`src/shared/swsem_regs.svh`:
```
`ifndef SWSEM_REGS_SVH
`define SWSEM_REGS_SVH

// register byte offsets on the host port
`define SWSEM_OFF_FW_STATUS 16'h0B54
`define SWSEM_OFF_SERDES 16'h5B4C
`define SWSEM_OFF_SW_LOCK 16'h5B50

// serdes_config_access fields
`define SWSEM_SC_DONE_BIT 31
`define SWSEM_SC_ADDR_MSB 15
`define SWSEM_SC_ADDR_LSB 8
`define SWSEM_SC_DATA_MSB 7
`define SWSEM_SC_DATA_LSB 0
`define SWSEM_SC_DONE_RST 1'b1

// software_lock_control fields
`define SWSEM_SW_WAKE_BIT 2
`define SWSEM_SW_NVM_LOCK_BIT 1
`define SWSEM_SW_DRV_LOCK_BIT 0

// firmware_status_and_lock fields
`define SWSEM_FW_ERR_MSB 24
`define SWSEM_FW_ERR_LSB 19
`define SWSEM_FW_LOCK_BIT 0
`define SWSEM_FW_ERR_RST 6'h00

// external error codes
`define SWSEM_ERR_NONE 6'h00
`define SWSEM_ERR_MNG_CSUM 6'h01
`define SWSEM_ERR_PROT_OFF 6'h02
`define SWSEM_ERR_CLK_OFF 6'h03
`define SWSEM_ERR_FLASH_HDR 6'h04
`define SWSEM_ERR_PATCH_CSUM 6'h05
`define SWSEM_ERR_LOADER_CSUM 6'h06
`define SWSEM_ERR_DIAG_CSUM 6'h07
`define SWSEM_ERR_BAD_MODE 6'h08

`endif

```
`src/shared/swsem_pkg.sv`:
```
package swsem_pkg;
`include "swsem_regs.svh"

  // host register port request
  typedef struct packed {
    logic [15:0] addr;
    logic [31:0] wdata;
    logic wr;
    logic rd;
  } swsem_bus_req_t;

  // word the serdes access engine hands to the serdes
  typedef struct packed {
    logic [7:0] addr;
    logic [7:0] data;
  } swsem_serdes_word_t;

  // firmware external error causes
  typedef enum logic [5:0] {
    SWSEM_EE_NONE = `SWSEM_ERR_NONE,
    SWSEM_EE_MNG_CSUM = `SWSEM_ERR_MNG_CSUM,
    SWSEM_EE_PROT_OFF = `SWSEM_ERR_PROT_OFF,
    SWSEM_EE_CLK_OFF = `SWSEM_ERR_CLK_OFF,
    SWSEM_EE_FLASH_HDR = `SWSEM_ERR_FLASH_HDR,
    SWSEM_EE_PATCH_CSUM = `SWSEM_ERR_PATCH_CSUM,
    SWSEM_EE_LOADER_CSUM = `SWSEM_ERR_LOADER_CSUM,
    SWSEM_EE_DIAG_CSUM = `SWSEM_ERR_DIAG_CSUM,
    SWSEM_EE_BAD_MODE = `SWSEM_ERR_BAD_MODE
  } swsem_ext_err_t;

  // serdes engine state
  typedef enum logic {
    SWSEM_SC_IDLE,
    SWSEM_SC_BUSY
  } swsem_sc_state_t;
endpackage

```
`src/rtl/swsem_top.sv`:
```
`timescale 1ns/1ps
`include "swsem_regs.svh"
module swsem_top
  import swsem_pkg::*;
(
  input wire logic clk_i,
  input wire logic rst_n_i,
  input swsem_pkg::swsem_bus_req_t bus_req_i,
  output logic [31:0] bus_rdata_o,
  input wire logic io_soft_reset_i,
  input wire logic fw_wr_i,
  input wire logic [31:0] fw_wdata_i,
  input wire logic mgmt_clk_gated_i,
  output logic mgmt_clk_ungate_o,
  input wire logic serdes_ack_i,
  output logic serdes_req_o,
  output swsem_pkg::swsem_serdes_word_t serdes_word_o,
  output logic drv_nvm_lock_o,
  output logic fw_lock_o,
  output logic drv_lock_bit_o,
  output swsem_pkg::swsem_ext_err_t fw_ext_err_o
);
  // address decode shared by read and write paths
  function automatic logic hit(input logic [15:0] a, input logic [15:0] off);
    hit = (a == off);
  endfunction

  wire logic sel_fw = hit(bus_req_i.addr, `SWSEM_OFF_FW_STATUS);
  wire logic sel_sc = hit(bus_req_i.addr, `SWSEM_OFF_SERDES);
  wire logic sel_sw = hit(bus_req_i.addr, `SWSEM_OFF_SW_LOCK);
  wire logic sc_wr = bus_req_i.wr && sel_sc;
  wire logic sw_wr = bus_req_i.wr && sel_sw;
  wire logic sw_rd = bus_req_i.rd && sel_sw;
  wire logic wr_nvm = bus_req_i.wdata[`SWSEM_SW_NVM_LOCK_BIT];
  wire logic wr_drv = bus_req_i.wdata[`SWSEM_SW_DRV_LOCK_BIT];
  wire logic wr_wake = bus_req_i.wdata[`SWSEM_SW_WAKE_BIT];
  // firmware lock requests; one strobe carries either take or release
  wire logic fw_take_req = fw_wr_i && fw_wdata_i[`SWSEM_FW_LOCK_BIT];
  wire logic fw_rel_req = fw_wr_i && !fw_wdata_i[`SWSEM_FW_LOCK_BIT];
  // host nvm lock requests, same split
  wire logic host_take_req = sw_wr && wr_nvm;
  wire logic host_rel_req = sw_wr && !wr_nvm;

  logic sc_done;
  logic wake_bit;
  logic drv_lock_bit;
  swsem_ext_err_t fw_err;

  // serdes configuration access engine
  swsem_serdes_port u_serdes
  (
    .clk_i(clk_i),
    .rst_n_i(rst_n_i),
    .wr_i(sc_wr),
    .wdata_i(bus_req_i.wdata),
    .ack_i(serdes_ack_i),
    .done_o(sc_done),
    .req_o(serdes_req_o),
    .word_o(serdes_word_o)
  );

  // driver/firmware nvm arbitration; firmware can block a host take but never sets or clears the host lock
  swsem_lock_arb u_arb
  (
    .clk_i(clk_i),
    .rst_n_i(rst_n_i),
    .host_set_i(host_take_req),
    .host_clr_i(host_rel_req),
    .fw_set_i(fw_take_req),
    .fw_clr_i(fw_rel_req),
    .soft_rst_i(io_soft_reset_i),
    .drv_lock_o(drv_nvm_lock_o),
    .fw_lock_o(fw_lock_o)
  );

  // driver lock bit: a read sets it, a written 0 clears it, soft reset wins
  wire logic next_drv_lock = io_soft_reset_i ? 1'b0 :
                             sw_rd ? 1'b1 :
                             (sw_wr && !wr_drv) ? 1'b0 : drv_lock_bit;

  // wake request only ungates when the clock is actually gated
  wire logic next_ungate = sw_wr && wr_wake && mgmt_clk_gated_i;
  // wake bit lives one cycle then drops; config-complete lives elsewhere, untouched
  wire logic next_wake = sw_wr && wr_wake && !wake_bit;

  // firmware error field, host can only look at it
  wire swsem_ext_err_t next_err = fw_wr_i ?
    swsem_ext_err_t'(fw_wdata_i[`SWSEM_FW_ERR_MSB:`SWSEM_FW_ERR_LSB]) : fw_err;

  // read data assembly; unmapped reads return zero
  logic [31:0] rd_sc;
  logic [31:0] rd_sw;
  logic [31:0] rd_fw;
  logic [31:0] next_rdata;
  always_comb
  begin
    rd_sc = '0;
    rd_sc[`SWSEM_SC_DONE_BIT] = sc_done;
    rd_sc[`SWSEM_SC_ADDR_MSB:`SWSEM_SC_ADDR_LSB] = serdes_word_o.addr;
    rd_sc[`SWSEM_SC_DATA_MSB:`SWSEM_SC_DATA_LSB] = serdes_word_o.data;
    rd_sw = '0;
    rd_sw[`SWSEM_SW_WAKE_BIT] = wake_bit;
    rd_sw[`SWSEM_SW_NVM_LOCK_BIT] = drv_nvm_lock_o;
    rd_sw[`SWSEM_SW_DRV_LOCK_BIT] = drv_lock_bit;
    rd_fw = '0;
    rd_fw[`SWSEM_FW_ERR_MSB:`SWSEM_FW_ERR_LSB] = fw_err;
    rd_fw[`SWSEM_FW_LOCK_BIT] = fw_lock_o;
  end
  assign next_rdata = !bus_req_i.rd ? 32'h00000000 :
                      sel_sc ? rd_sc :
                      sel_sw ? rd_sw :
                      sel_fw ? rd_fw : 32'h00000000;

  // read data registered so the answer stands exactly one cycle
  always_ff @(posedge clk_i or negedge rst_n_i)
  begin
    if (!rst_n_i)
    begin
      bus_rdata_o <= 32'h00000000;
    end
    else
    begin
      bus_rdata_o <= next_rdata;
    end
  end

  // driver lock bit, set by reads, cleared by a written zero
  always_ff @(posedge clk_i or negedge rst_n_i)
  begin
    if (!rst_n_i)
    begin
      drv_lock_bit <= 1'b0;
    end
    else
    begin
      drv_lock_bit <= next_drv_lock;
    end
  end

  // wake bit and ungate pulse together: wake bit lives one cycle, ungate stays high across back-to-back gated wake writes
  always_ff @(posedge clk_i or negedge rst_n_i)
  begin
    if (!rst_n_i)
    begin
      wake_bit <= 1'b0;
      mgmt_clk_ungate_o <= 1'b0;
    end
    else
    begin
      wake_bit <= next_wake;
      mgmt_clk_ungate_o <= next_ungate;
    end
  end

  // firmware error field; only the firmware strobe loads it
  always_ff @(posedge clk_i or negedge rst_n_i)
  begin
    if (!rst_n_i)
    begin
      fw_err <= SWSEM_EE_NONE;
    end
    else
    begin
      fw_err <= next_err;
    end
  end

  assign drv_lock_bit_o = drv_lock_bit;
  assign fw_ext_err_o = fw_err;
endmodule

```
`src/rtl/swsem_serdes_port.sv`:
```
`timescale 1ns/1ps
`include "swsem_regs.svh"
module swsem_serdes_port
  import swsem_pkg::*;
(
  input wire logic clk_i,
  input wire logic rst_n_i,
  input wire logic wr_i,
  input wire logic [31:0] wdata_i,
  input wire logic ack_i,
  output logic done_o,
  output logic req_o,
  output swsem_pkg::swsem_serdes_word_t word_o
);
  swsem_sc_state_t state;
  swsem_sc_state_t next_state;
  logic next_done;
  wire logic ack_hit = ack_i && (state == SWSEM_SC_BUSY);

  // new data clears done even if the old transfer ends now: the new one is pending
  assign next_done = wr_i ? 1'b0 : (ack_hit ? 1'b1 : done_o);

  always_comb
  begin
    case (state)
      SWSEM_SC_IDLE: next_state = wr_i ? SWSEM_SC_BUSY : SWSEM_SC_IDLE;
      SWSEM_SC_BUSY: next_state = (ack_hit && !wr_i) ? SWSEM_SC_IDLE : SWSEM_SC_BUSY;
      default: next_state = SWSEM_SC_IDLE;
    endcase
  end

  // request pulse and latched word toward the serdes
  always_ff @(posedge clk_i or negedge rst_n_i)
  begin
    if (!rst_n_i)
    begin
      state <= SWSEM_SC_IDLE;
      done_o <= `SWSEM_SC_DONE_RST;
      req_o <= 1'b0;
      word_o <= '0;
    end
    else
    begin
      state <= next_state;
      done_o <= next_done;
      req_o <= wr_i;
      if (wr_i)
      begin
        word_o.addr <= wdata_i[`SWSEM_SC_ADDR_MSB:`SWSEM_SC_ADDR_LSB];
        word_o.data <= wdata_i[`SWSEM_SC_DATA_MSB:`SWSEM_SC_DATA_LSB];
      end
    end
  end
endmodule

```
`src/rtl/swsem_lock_arb.sv`:
```
`timescale 1ns/1ps
module swsem_lock_arb
(
  input wire logic clk_i,
  input wire logic rst_n_i,
  input wire logic host_set_i,
  input wire logic host_clr_i,
  input wire logic fw_set_i,
  input wire logic fw_clr_i,
  input wire logic soft_rst_i,
  output logic drv_lock_o,
  output logic fw_lock_o
);
  // firmware wins a same-cycle tie; the management side cannot retry cheaply
  wire logic fw_take = fw_set_i && !drv_lock_o;
  wire logic host_take = host_set_i && !fw_lock_o && !fw_take;
  wire logic next_drv = soft_rst_i ? 1'b0 : (host_take ? 1'b1 : (host_clr_i ? 1'b0 : drv_lock_o));
  wire logic next_fw = fw_take ? 1'b1 : (fw_clr_i ? 1'b0 : fw_lock_o);

  // both lock flops
  always_ff @(posedge clk_i or negedge rst_n_i)
  begin
    if (!rst_n_i)
    begin
      drv_lock_o <= 1'b0;
      fw_lock_o <= 1'b0;
    end
    else
    begin
      drv_lock_o <= next_drv;
      fw_lock_o <= next_fw;
    end
  end
endmodule

```
`config.mk`:
```
export PLATFORM = sky130hd
export DESIGN_NAME = swsem_top
export DESIGN_NICKNAME = d
export VERILOG_FILES = /design/src/shared/swsem_pkg.sv /design/src/rtl/swsem_top.sv /design/src/rtl/swsem_serdes_port.sv /design/src/rtl/swsem_lock_arb.sv
export VERILOG_INCLUDE_DIRS = /design/src /design/src/shared
export SDC_FILE = /design/constraint.sdc
export NUM_CORES = 1
export LEC_CHECK = 0
export BUFFER_PORTS_ARGS = -buffer_cell sky130_fd_sc_hd__buf_2
export CELL_PAD_IN_SITES_DETAIL_PLACEMENT = 0
export CELL_PAD_IN_SITES_GLOBAL_PLACEMENT = 1
export CORE_ASPECT_RATIO = 1.75
export CORE_MARGIN = 4
export CORE_UTILIZATION = 32
export DETAILED_ROUTE_END_ITERATION = 10
export GPL_ROUTABILITY_DRIVEN = 0
export HOLD_SLACK_MARGIN = 0.1
export PLACE_DENSITY_LB_ADDON = 0.1
export SETUP_SLACK_MARGIN = 0.05
export SYNTH_ARGS = -nofsm -noshare
export SYNTH_HDL_FRONTEND = slang
export SYNTH_SLANG_ARGS = --single-unit
```
`constraint.sdc`:
```
create_clock -name clk_i -period 3.3 [get_ports clk_i]
set_input_delay 0.495 -clock clk_i [delete_from_list [all_inputs] [get_ports clk_i]]
set_output_delay 0.495 -clock clk_i [all_outputs]
set_load 0.005 [all_outputs]
```
==> metrics.yaml, run 1 <==
run_status:
  status: "finished, final reports clean"
logic_synthesis:
  async_flop_share: 1.00
  yosys.area.top_type_share: 0.620
  syn-cell-area_um2: 2100
  synthDistinctLibCells: 35
  ys_seq_elements: 53
  yosysSeqAreaShare: 0.632
  synth_top_area_cell: "dfrtp_1"
  syn_inst: 156
  yosys_most_used_dff: "dfrtp_1"
  synth_edf_count: 0
  synth_area_per_cell_um2: 13.5
  ys_warn_count: 0
  ys_top_cells_by_area: "dfrtp_1, mux2_2, and2_1"
final_layout:
  seqCellArea_um2: 1330
  diodes: 0
  nFillCells: 646
  multi_input_area_um2: 684
  nets: 344
  syn_to_final_growth_pct: 29.9
  drive_above_1_share: 0.523
grt:
  antenna_found_initial: 0
  grt_pass1_vias: 1544
  grt_max_degree: 40
  grt_pass1_wl_um: 7530
  grt.overflow.total: 0
  grt_usage: 0.120
sta:
  drv_slew: 0
  fin_crit_ns: 1.82
  timing.slew.headroom: 0.412
  clock_skew_ns: 0.00630
  worstMarginPinSlew_ns: 0.883
  fmax_mhz: 550
  rsz0062_at_grt: "no"
  fin_crit_sh: 0.551
  timing.hold.ws_ns: 0.300
  setup_tns_ns: 0
  setup_viol: 0
  finalHoldViolations: 0
place:
  hpwl_um: 3690
  place.port_buffers: 96
pwr:
  switchingPower_uw: 244
  clkPwrFrac: 0.331
  vdd_drop_max_mv: 0.236
  p_per_area_nw_per_um2: 406
  seqPwrFrac: 0.602
  pwr-share-comb: 0.068
  internal_power_uw: 863
  switching_share: 0.221
  leakage_nw: 1.51
detailed_routing:
  viasPerCell: 4.44
  antenna_left: 0
  vias: 1493
  drc: 0
  drtPass1Iterations: 3
  wl_per_cell_um: 14.2
  drt_iter0_markers: 69
  wirelength_um: 4770
floorplanning:
  initial_core_util: 0.335
  die_h_um: 115
  row_count: 38
  core_area_um2: 6280
  dieArea_um2: 7970
  die-width_um: 69.2
  num_io_pins: 147
setup_path:
  cp.arrival_ns: 2.00
  critPathRequiredTime_ns: 3.48
  critPathKind: "in -> reg"
  reg2reg_from: "u_arb.fw_lock_o"
  crit_fanout: 17
  end_kind: "flop"
  critPathLaunch: "bus_req_i[48]"
  startpoint_type: "input port"
clock_tree:
  post_cts_buffers: 0
  root_buffer: "clkbuf_8"
  cts_tree: "built"
  h-tree-depth: 2
  clkTransAtPathRegs_ns: 0.09
  clockBufferDepth: 2
  holdBufCountCts: 0
  cts_resized: 0
  clk_latency_ns: 0.30
  cts_buffers: 5
  clock_sinks: 53
job:
  drv_cap: 0
hold_path:
  hold_class: "in -> async"
## layout make-up
cell class,count,area share
Inverter,6,0.00826
Clock buffer,6,0.0303
Sequential cell,53,0.487
Multi-Input combinational cell,91,0.251
Tap cell,80,0.0367
Clock inverter,1,0.00275
Timing Repair Buffer,99,0.184
## final timing paths
path / endpoint / slack (ns) / cells after the start
max in group asynchronous: u_serdes.word_o[3] / 2.26 / 2
worst max register to register: bus_rdata_o[0] / 1.96 / 3
worst min-delay path: bus_rdata_o[15] / 0.30 / 1
min in group clk_i: u_arb.drv_lock_o / 0.37 / 2
worst max-delay path: u_serdes.word_o[6] / 1.48 / 5
worst min register to register: bus_rdata_o[10] / 0.50 / 1
## layer usage
metal | global-route usage | wire length [µm]
met2 | 0.226 | 2670
met3 | 0.0376 | 345
met5 | 0 | 0
met4 | 0.0456 | 99
met1 | 0.122 | 1660
## critical path, stage by stage
cell     delay, ns
buf_2         0.10
nand2_1       0.06
or3_1         0.46
nor2_4        0.48
mux2_2        0.40
## per-stage QoR
stage | instances | setup slack, ns | area, µm² | total power, mW | util
after CTS | 336 | 1.41 | 2730 | 1.13 | 0.435
final | 336 | 1.48 | 2730 | 1.11 | 0.435
after global placement | 329 | 1.11 | 2640 | 0.755 | 0.420
after floorplan | 164 | 1.45 | 2130 | 0.707 | -
after detailed placement | 329 | 1.10 | 2640 | 0.756 | 0.420
after global routing | 336 | 1.33 | 2730 | 1.17 | 0.435
## Yosys cell counts (2+ instances only)
cell type,instances
buf_4,9
nor4b_1,2
mux2_2,22
dfrtp_1,52
a22o_1,2
nor4_1,2
inv_1,6
nand4b_1,2
nand2_1,2
or3_1,2
and2_1,20
nor2_1,5
clkbuf_1,3
and4_1,2
a21oi_1,5
## power groups by stage
stage	Clock, mW	Combinational [mW]	Sequential [mW]
2_1_floorplan	0	0.0283	0.679
6_report	0.366	0.0751	0.666
3_3_place_gp	0	0.0761	0.679
4_1_cts	0.387	0.0772	0.667
5_1_grt	0.415	0.0864	0.668
3_5_place_dp	0	0.0769	0.679
## layout by cell type, fill, tap and decap left out, types with 3 or more instances in the layout
cell type,netlist,layout
buf_2,0,96
dfrtp_1,52,52
mux2_2,22,22
and2_1,20,20
conb_1,1,9
inv_1,6,6
clkbuf_8,0,6
nor2_1,5,5
a21oi_1,5,5
buf_4,9,3
## logic make-up after synthesis
logic type | synth area share
other cells | 0.00179
mux | 0.118
buf+inv | 0.0560
simple gates | 0.151
compound gates | 0.0405
flops | 0.632
## state kept, by name (all words and copies together), names as in the netlist
register           count
bus_rdata_o           23
u_serdes.word_o       16
fw_ext_err_o           6
drv_lock_bit_o         1
mgmt_clk_ungate_o      1
u_arb.drv_lock_o       1
u_arb.fw_lock_o        1
u_serdes.done_o        1
u_serdes.req_o         1
u_serdes.state         1
wake_bit               1
Note: power is estimated with default switching activity, not from simulation.
==> run 2: changes to the inputs <==
--- a/config.mk
+++ b/config.mk
@@ -11,7 +11,7 @@
 export CELL_PAD_IN_SITES_GLOBAL_PLACEMENT = 1
 export CORE_ASPECT_RATIO = 1.75
 export CORE_MARGIN = 4
-export CORE_UTILIZATION = 32
+export CORE_UTILIZATION = 30
 export DETAILED_ROUTE_END_ITERATION = 10
 export GPL_ROUTABILITY_DRIVEN = 0
 export HOLD_SLACK_MARGIN = 0.1
==> constraint.sdc (replaced) <==
create_clock -name clk_i -period 1.8 [get_ports clk_i]
set_input_delay 0.27 -clock clk_i [delete_from_list [all_inputs] [get_ports clk_i]]
set_output_delay 0.27 -clock clk_i [all_outputs]
set_load 0.005 [all_outputs]
==> run 2 against run 1 <==
Final cell count is 3.3% higher. Core utilization fell by 1.6 points. Sequential share of layout area down 2.4 points. Clock-buffer cell count unchanged. Combinational power grew 92%. Non-clock buffer count rose by 6. Critical endpoint is now u_arb.drv_lock_o.
==> metrics.yaml, run 2 (same netlist as run 1, synthesis figures left out) <==
clock_tree:
  root_buffer: "clkbuf_16"  # was clkbuf_8
  cts_resized: 0  # unchanged
  clock_sinks: 53  # unchanged
  clk_latency_ns: 0.29  # was 0.30 ns
  post_cts_buffers: 0  # unchanged
  clkTransAtPathRegs_ns: 0.07  # was 0.09 ns
  cts_tree: "built"  # unchanged
  h-tree-depth: 2  # unchanged
  holdBufCountCts: 1  # was 0
  cts_buffers: 5  # unchanged
  clockBufferDepth: 2  # unchanged
detailed_routing:
  viasPerCell: 4.38  # was 4.44
  vias: 1521  # was 1493
  drtPass1Iterations: 4  # was 3
  wl_per_cell_um: 14.1  # was 14.2 µm
  wirelength_um: 4910  # was 4770 µm
  drc: 0  # unchanged
  antenna_left: 0  # unchanged
  drt_iter0_markers: 45  # was 69
final_layout:
  final_core_util: 0.418  # was 0.435
  diodes: 0  # unchanged
  largest_reg_flops: 23  # unchanged
  final_area_um2: 2870  # was 2730 µm²
  syn_to_final_growth_pct: 36.6  # was 29.9%
  nets: 350  # was 344
  final_cell_mix: "buf_2, dfrtp_1, mux2_2"  # unchanged
  layout_commonest_cell: "buf_2"  # unchanged
  largest-register: "bus_rdata_o"  # unchanged
  drive_above_1_share: 0.532  # was 0.523
pwr:
  internal_power_mw: 1.84  # was 863 µW
  leakage_nw: 1.58  # was 1.51 nW
  switching_share: 0.213  # was 0.221
  pwr-share-comb: 0.062  # was 0.068
  vdd_drop_max_mv: 0.529  # was 0.236 mV
  clkPwrFrac: 0.414  # was 0.331
  switchingPower_uw: 496  # was 244 µW
  seqPwrFrac: 0.524  # was 0.602
  p_per_area_nw_per_um2: 814  # was 406 nW/µm²
setup_path:
  r2r_slack_ns: 0.49  # was 1.96 ns
  critPathKind: "in -> reg"  # unchanged
  critPathLaunch: "bus_req_i[49]"  # was bus_req_i[48]
  end_kind: "flop"  # unchanged
  path_buf_inv: 1  # unchanged
  r2r_cells: 3  # unchanged
  cp.arrival_ns: 1.56  # was 2.00 ns
  reg2reg_from: "u_arb.fw_lock_o"  # unchanged
  cp_slowest_cell: "a2111o_1"  # was nor2_4
  reg2reg_to: "bus_rdata_o[0]"  # unchanged
  critPathTopFamily: "compound AO/OA/AOI/OAI gates"  # was simple AND/OR/NAND/NOR gates
  crit_fanout: 2  # was 17
  startpoint_type: "input port"  # unchanged
  critPathMaxStageDelay_ns: 0.38  # was 0.48 ns
  crit_chain: "buf_2 -> nor4_1 -> nand4b_1 -> a2111o_1 -> a211oi_1"  # was buf_2 -> nand2_1 -> or3_1 -> nor2_4 -> mux2_2
  critPathRequiredTime_ns: 2.00  # was 3.48 ns
grt:
  grt_pass1_vias: 1617  # was 1544
  grt_max_degree: 54  # was 40
  antenna_found_initial: 0  # unchanged
  grt_pass1_wl_um: 7670  # was 7530 µm
  grt.overflow.total: 0  # unchanged
  grt_usage: 0.119  # was 0.120
sta:
  clock_skew_ns: 0.00230  # was 0.00630 ns
  setup_viol: 0  # unchanged
  setup_tns_ns: 0  # unchanged
  timing.hold.ws_ns: 0.146  # was 0.300 ns
  drv_slew: 0  # unchanged
  fin_crit_sh: 0.756
  fmax_mhz: 735
  fin_crit_ns: 1.36
  rsz0062_at_grt: "no"  # unchanged
  finalHoldViolations: 0  # unchanged
floorplanning:
  dieArea_um2: 8450  # was 7970 µm²
  row_count: 40  # was 38
  initial_core_util: 0.306  # was 0.335
  die-width_um: 71.2  # was 69.2 µm
  core_area_um2: 6860  # was 6280 µm²
  die_h_um: 119  # was 115 µm
  num_io_pins: 147  # unchanged
place:
  hpwl_um: 3760  # was 3690 µm
  dpl_cell_area_um2: 2710  # was 2640 µm²
  place.port_buffers: 96  # unchanged
hold_path:
  min_to: "drv_lock_bit_o"
  hp-start: "io_soft_reset_i"
  min_path_cells: 2
  hold_class: "in -> reg"  # was in -> async
run_status:
  status: "finished, final reports clean"  # unchanged
job:
  drv_cap: 0  # unchanged
==> run 2: worst max-delay path by stage <==
stage,to,slack (ns),cells after the start
final,u_arb.drv_lock_o,0.44,5
after global routing,bus_rdata_o[20],0.16,6
after CTS,bus_rdata_o[20],0.37,6
after detailed placement,bus_rdata_o[22],0.07,6
after global placement,u_arb.drv_lock_o,0.06,5
after floorplan,u_serdes.word_o[0],0.18,6
==> run 2: cell type report <==
cell class	instances	area (µm²)
Tap cell	84	105
Multi-Input combinational cell	91	684
Fill cell	683	3990
Sequential cell	53	1330
Clock buffer	6	139
Inverter	6	22.5
Timing Repair Buffer	105	576
Clock inverter	2	13.8
==> run 2: worst reg2reg max path, cell delays in order, from the launching register on <==
cell     delay (ns)
dfrtp_1        0.41
inv_1          0.05
or4_2          0.63
a21oi_1        0.14
==> run 2: power groups by stage <==
| stage | sequential, mW | clock, mW | combinational [mW] |
|---|---|---|---|
| 2_1_floorplan | 1.25 | 0 | 0.0519 |
| 3_3_place_gp | 1.25 | 0 | 0.145 |
| 3_5_place_dp | 1.25 | 0 | 0.146 |
| 4_1_cts | 1.22 | 1.02 | 0.148 |
| 5_1_grt | 1.23 | 1.07 | 0.162 |
| 6_report | 1.22 | 0.967 | 0.144 |
==> run 2: per-layer routing <==
layer  wire (µm)  GRT usage  share of wire  up-vias
li1            -          -              -      728
met1        1750      0.124           0.36      722
met2        2620      0.207           0.53       64
met3         412     0.0426          0.084        7
met4         118     0.0541          0.024        0
met5           0          0              0        -
==> run 2: through the flow <==
stage | setup slack (ns) | cells | total power, mW
global route | 0.159 | 347 | 2.45
CTS | 0.374 | 347 | 2.39
floorplan | 0.179 | 164 | 1.30
finish | 0.439 | 347 | 2.33
global placement | 0.0569 | 338 | 1.39
detailed placement | 0.0707 | 338 | 1.39
==> run 3: changes to the inputs <==
--- a/config.mk
+++ b/config.mk
@@ -6,6 +6,7 @@
 export SDC_FILE = /design/constraint.sdc
 export NUM_CORES = 1
 export LEC_CHECK = 0
+export ABC_AREA = 1
 export BUFFER_PORTS_ARGS = -buffer_cell sky130_fd_sc_hd__buf_2
 export CELL_PAD_IN_SITES_DETAIL_PLACEMENT = 0
 export CELL_PAD_IN_SITES_GLOBAL_PLACEMENT = 1
==> constraint.sdc (replaced) <==
create_clock -name clk_i -period 1.4 [get_ports clk_i]
set_input_delay 0.21 -clock clk_i [delete_from_list [all_inputs] [get_ports clk_i]]
set_output_delay 0.21 -clock clk_i [all_outputs]
set_load 0.005 [all_outputs]
==> run 3 against run 2 <==
Power up 27%. Critical path depth up 4. Register-to-register slack about the same. Sequential power up 29%. Synthesized area up 14%. Final area up 9.9%. Critical endpoint is now bus_rdata_o[31]. Largest cell class unchanged.
==> metrics.yaml, run 3 <==
run_status:
  status: "finished, final reports clean"  # unchanged
sta:
  finalHoldViolations: 0  # unchanged
  rsz0062_at_grt: "no"  # unchanged
  timing.hold.ws_ns: 0.119  # was 0.146 ns
  clock_skew_ns: 0.00264  # was 0.00230 ns
  fin_crit_sh: 0.794
  fmax_mhz: 900
  postLayoutSetupSlackWorst_ns: 0.288  # was 0.439 ns
  timing.slew.headroom: 0.622
  setup_tns_ns: 0  # unchanged
  setup_viol: 0  # unchanged
  drv_slew: 0  # unchanged
  fin_crit_ns: 1.11
  worstMarginPinSlew_ns: 0.566
logic_synthesis:
  ys_warn_count: 0  # unchanged
  synthTopCellsByCount: "nand2_1, dfrtp_1, inv_1, nor2_1, nand3_1"  # was dfrtp_1, mux2_2, and2_1, buf_4, inv_1
  async_flop_share: 1.00  # unchanged
  synth_area_per_cell_um2: 9.48  # was 13.5 µm²
  yosys_most_used_dff: "dfrtp_1"  # unchanged
  ys_top_cells_by_area: "dfrtp_1, nand2_1, nor2_4"  # was dfrtp_1, mux2_2, and2_1
  ys_seq_elements: 53  # unchanged
  yosys.area.top_type_share: 0.543  # was 0.620
  yosysMostFrequentCell: "nand2_1"  # was dfrtp_1
  synthDistinctLibCells: 22  # was 35
  yosysSeqAreaShare: 0.554  # was 0.632
  synth_edf_count: 0  # unchanged
  syn-cell-area_um2: 2400  # was 2100 µm²
  synth_top_area_cell: "dfrtp_1"  # unchanged
  syn_inst: 253  # was 156
setup_path:
  r2r_slack_ns: 0.49  # about the same
  reg2reg_to: "u_arb.drv_lock_o"  # was bus_rdata_o[0]
  critPathKind: "in -> reg"  # unchanged
  end_kind: "flop"  # unchanged
  cp.arrival_ns: 1.26  # was 1.56 ns
  path_buf_inv: 3  # was 1
  cp_slowest_cell: "inv_2"  # was a2111o_1
  reg2reg_from: "u_arb.drv_lock_o"  # was u_arb.fw_lock_o
  worst_path_most_repeated_cell: "nand2_1"
  critPathTopFamily: "buffers and inverters"  # was compound AO/OA/AOI/OAI gates
  crit_chain: "buf_2 -> nand2_1 -> inv_1 -> nand2_1 -> nor2_2 -> nand2_4 -> nor2_4 -> inv_2 -> nor2_1"  # was buf_2 -> nor4_1 -> nand4b_1 -> a2111o_1 -> a211oi_1
  crit_fanout: 14  # was 2
  startpoint_type: "input port"  # unchanged
  r2r_cells: 4  # was 3
  critPathMaxStageDelay_ns: 0.41  # was 0.38 ns
  critPathRequiredTime_ns: 1.55  # was 2.00 ns
place:
  place.port_buffers: 96  # unchanged
  hpwl_um: 4470  # was 3760 µm
  pre_cts_ws_ns: -0.0505  # was 0.0707 ns
job:
  drv_cap: 0  # unchanged
hold_path:
  hp-start: "fw_wdata_i[19]"  # was io_soft_reset_i
  hold_class: "in -> reg"  # unchanged
  min_to: "fw_ext_err_o[0]"  # was drv_lock_bit_o
  min_path_cells: 3  # was 2
final_layout:
  largest-register: "bus_rdata_o"  # unchanged
  diodes: 0  # unchanged
  layout_commonest_cell: "buf_2"  # unchanged
  final_cell_mix: "buf_2, nand2_1, dfrtp_1"  # was buf_2, dfrtp_1, mux2_2
  syn_to_final_growth_pct: 31.5  # was 36.6%
  drive_above_1_share: 0.401  # was 0.532
  nFillCells: 818  # was 683
  largest_reg_flops: 23  # unchanged
  nets: 449  # was 350
grt:
  grt_pass1_wl_um: 8640  # was 7670 µm
  antenna_found_initial: 0  # unchanged
  grt_pass1_vias: 1886  # was 1617
  grt_max_degree: 39  # was 54
  gr-usage-met1: 0.129  # was 0.124
  met3_usage: 0.0239  # was 0.0426
  grtUsageMet2: 0.198  # was 0.207
  grt_usage: 0.117  # was 0.119
  busiest_layer: "met2"  # unchanged
  grt.overflow.total: 0  # unchanged
clock_tree:
  h-tree-depth: 2  # unchanged
  clock_sinks: 53  # unchanged
  clkTransAtPathRegs_ns: 0.06  # was 0.07 ns
  cts_tree: "built"  # unchanged
  clk_latency_ns: 0.28  # was 0.29 ns
  clockBufferDepth: 2  # unchanged
  root_buffer: "clkbuf_16"  # unchanged
  cts_buffers: 5  # unchanged
floorplanning:
  core_area_um2: 7670  # was 6860 µm²
  initial_core_util: 0.312  # was 0.306
  dieArea_um2: 9540  # was 8450 µm²
  die-width_um: 75.6  # was 71.2 µm
  die_h_um: 126  # was 119 µm
  num_io_pins: 147  # unchanged
  row_count: 42  # was 40
detailed_routing:
  antenna_left: 0  # unchanged
  viasPerCell: 4.19  # was 4.38
  wirelength_um: 5500  # was 4910 µm
  drt_iter0_markers: 57  # was 45
  vias: 1887  # was 1521
  wl_per_cell_um: 12.2  # was 14.1 µm
  drtPass1Iterations: 4  # unchanged
  drc: 0  # unchanged
pwr:
  p_total_mw: 2.97  # was 2.33 mW
  leakage_nw: 1.83  # was 1.58 nW
  vdd_drop_max_mv: 0.478  # was 0.529 mV
  p_per_area_nw_per_um2: 942  # was 814 nW/µm²
## run 3: metrics by stage
step	util	instance area, µm²	instances
after floorplan	-	2430	261
after global placement	0.391	3000	441
after detailed placement	0.391	3000	441
after CTS	0.411	3150	450
after global routing	0.411	3150	450
final	0.411	3150	450
## run 3: logic make-up after synthesis
kind of cell | count (synthesis) | synth area share
and+or+nand+nor | 128 | 0.285
DFF | 53 | 0.554
buffers and inverters | 51 | 0.110
other | 1 | 0.00156
AOI/OAI and AO/OA | 20 | 0.0496
## run 3: metal layers
metal / wire length, µm / vias up
li1: - / 967
met1: 2070 / 827
met2: 2750 / 81
met3: 468 / 12
met4: 217 / 0
met5: 0 / -
## run 3: worst max-delay path by stage
stage	start	end	slack, ns	depth (start not counted)
floorplan	bus_req_i[40]	u_serdes.word_o[11]	0.23	8
global placement	bus_req_i[48]	bus_rdata_o[4]	-0.05	9
detailed placement	bus_req_i[48]	bus_rdata_o[31]	-0.05	9
CTS	bus_req_i[48]	bus_rdata_o[31]	0.26	9
global route	bus_req_i[48]	bus_rdata_o[31]	0.16	9
finish	bus_req_i[48]	bus_rdata_o[31]	0.29	9
## run 3: timing repair
item                                    4_1_cts  5_1_grt
setup buffers                                 0        0
endpoints found under the hold margin        14        0
gates resized for setup                       0        0
hold buffers                                  1        0
endpoints found under the setup margin        0        0
## run 3: cell type report
| type | instances | area, µm² | share of cell area |
|---|---|---|---|
| Sequential cell | 53 | 1330 | 0.421 |
| Multi-Input combinational cell | 157 | 836 | 0.265 |
| Timing Repair Buffer | 106 | 596 | 0.189 |
| Inverter | 38 | 143 | 0.0453 |
| Clock buffer | 7 | 133 | 0.0421 |
| Tap cell | 88 | 110 | 0.0349 |
| Clock inverter | 1 | 7.51 | 0.00238 |
## run 3: worst register-to-register path: cells and delay by family (launching register included)
family / cells / cell delay (ns)
AND/OR/NAND/NOR: 2 / 0.16
flip-flops: 1 / 0.41
AO/OA/AOI/OAI: 2 / 0.23
## run 3: report_power, final
group / switching (mW) / internal (mW) / leakage, nW
clock: 0.510 / 0.664 / 0.0641
sequential: 0.0182 / 1.56 / 0.657
combinational: 0.129 / 0.0918 / 1.11
total: 0.657 / 2.31 / 1.83
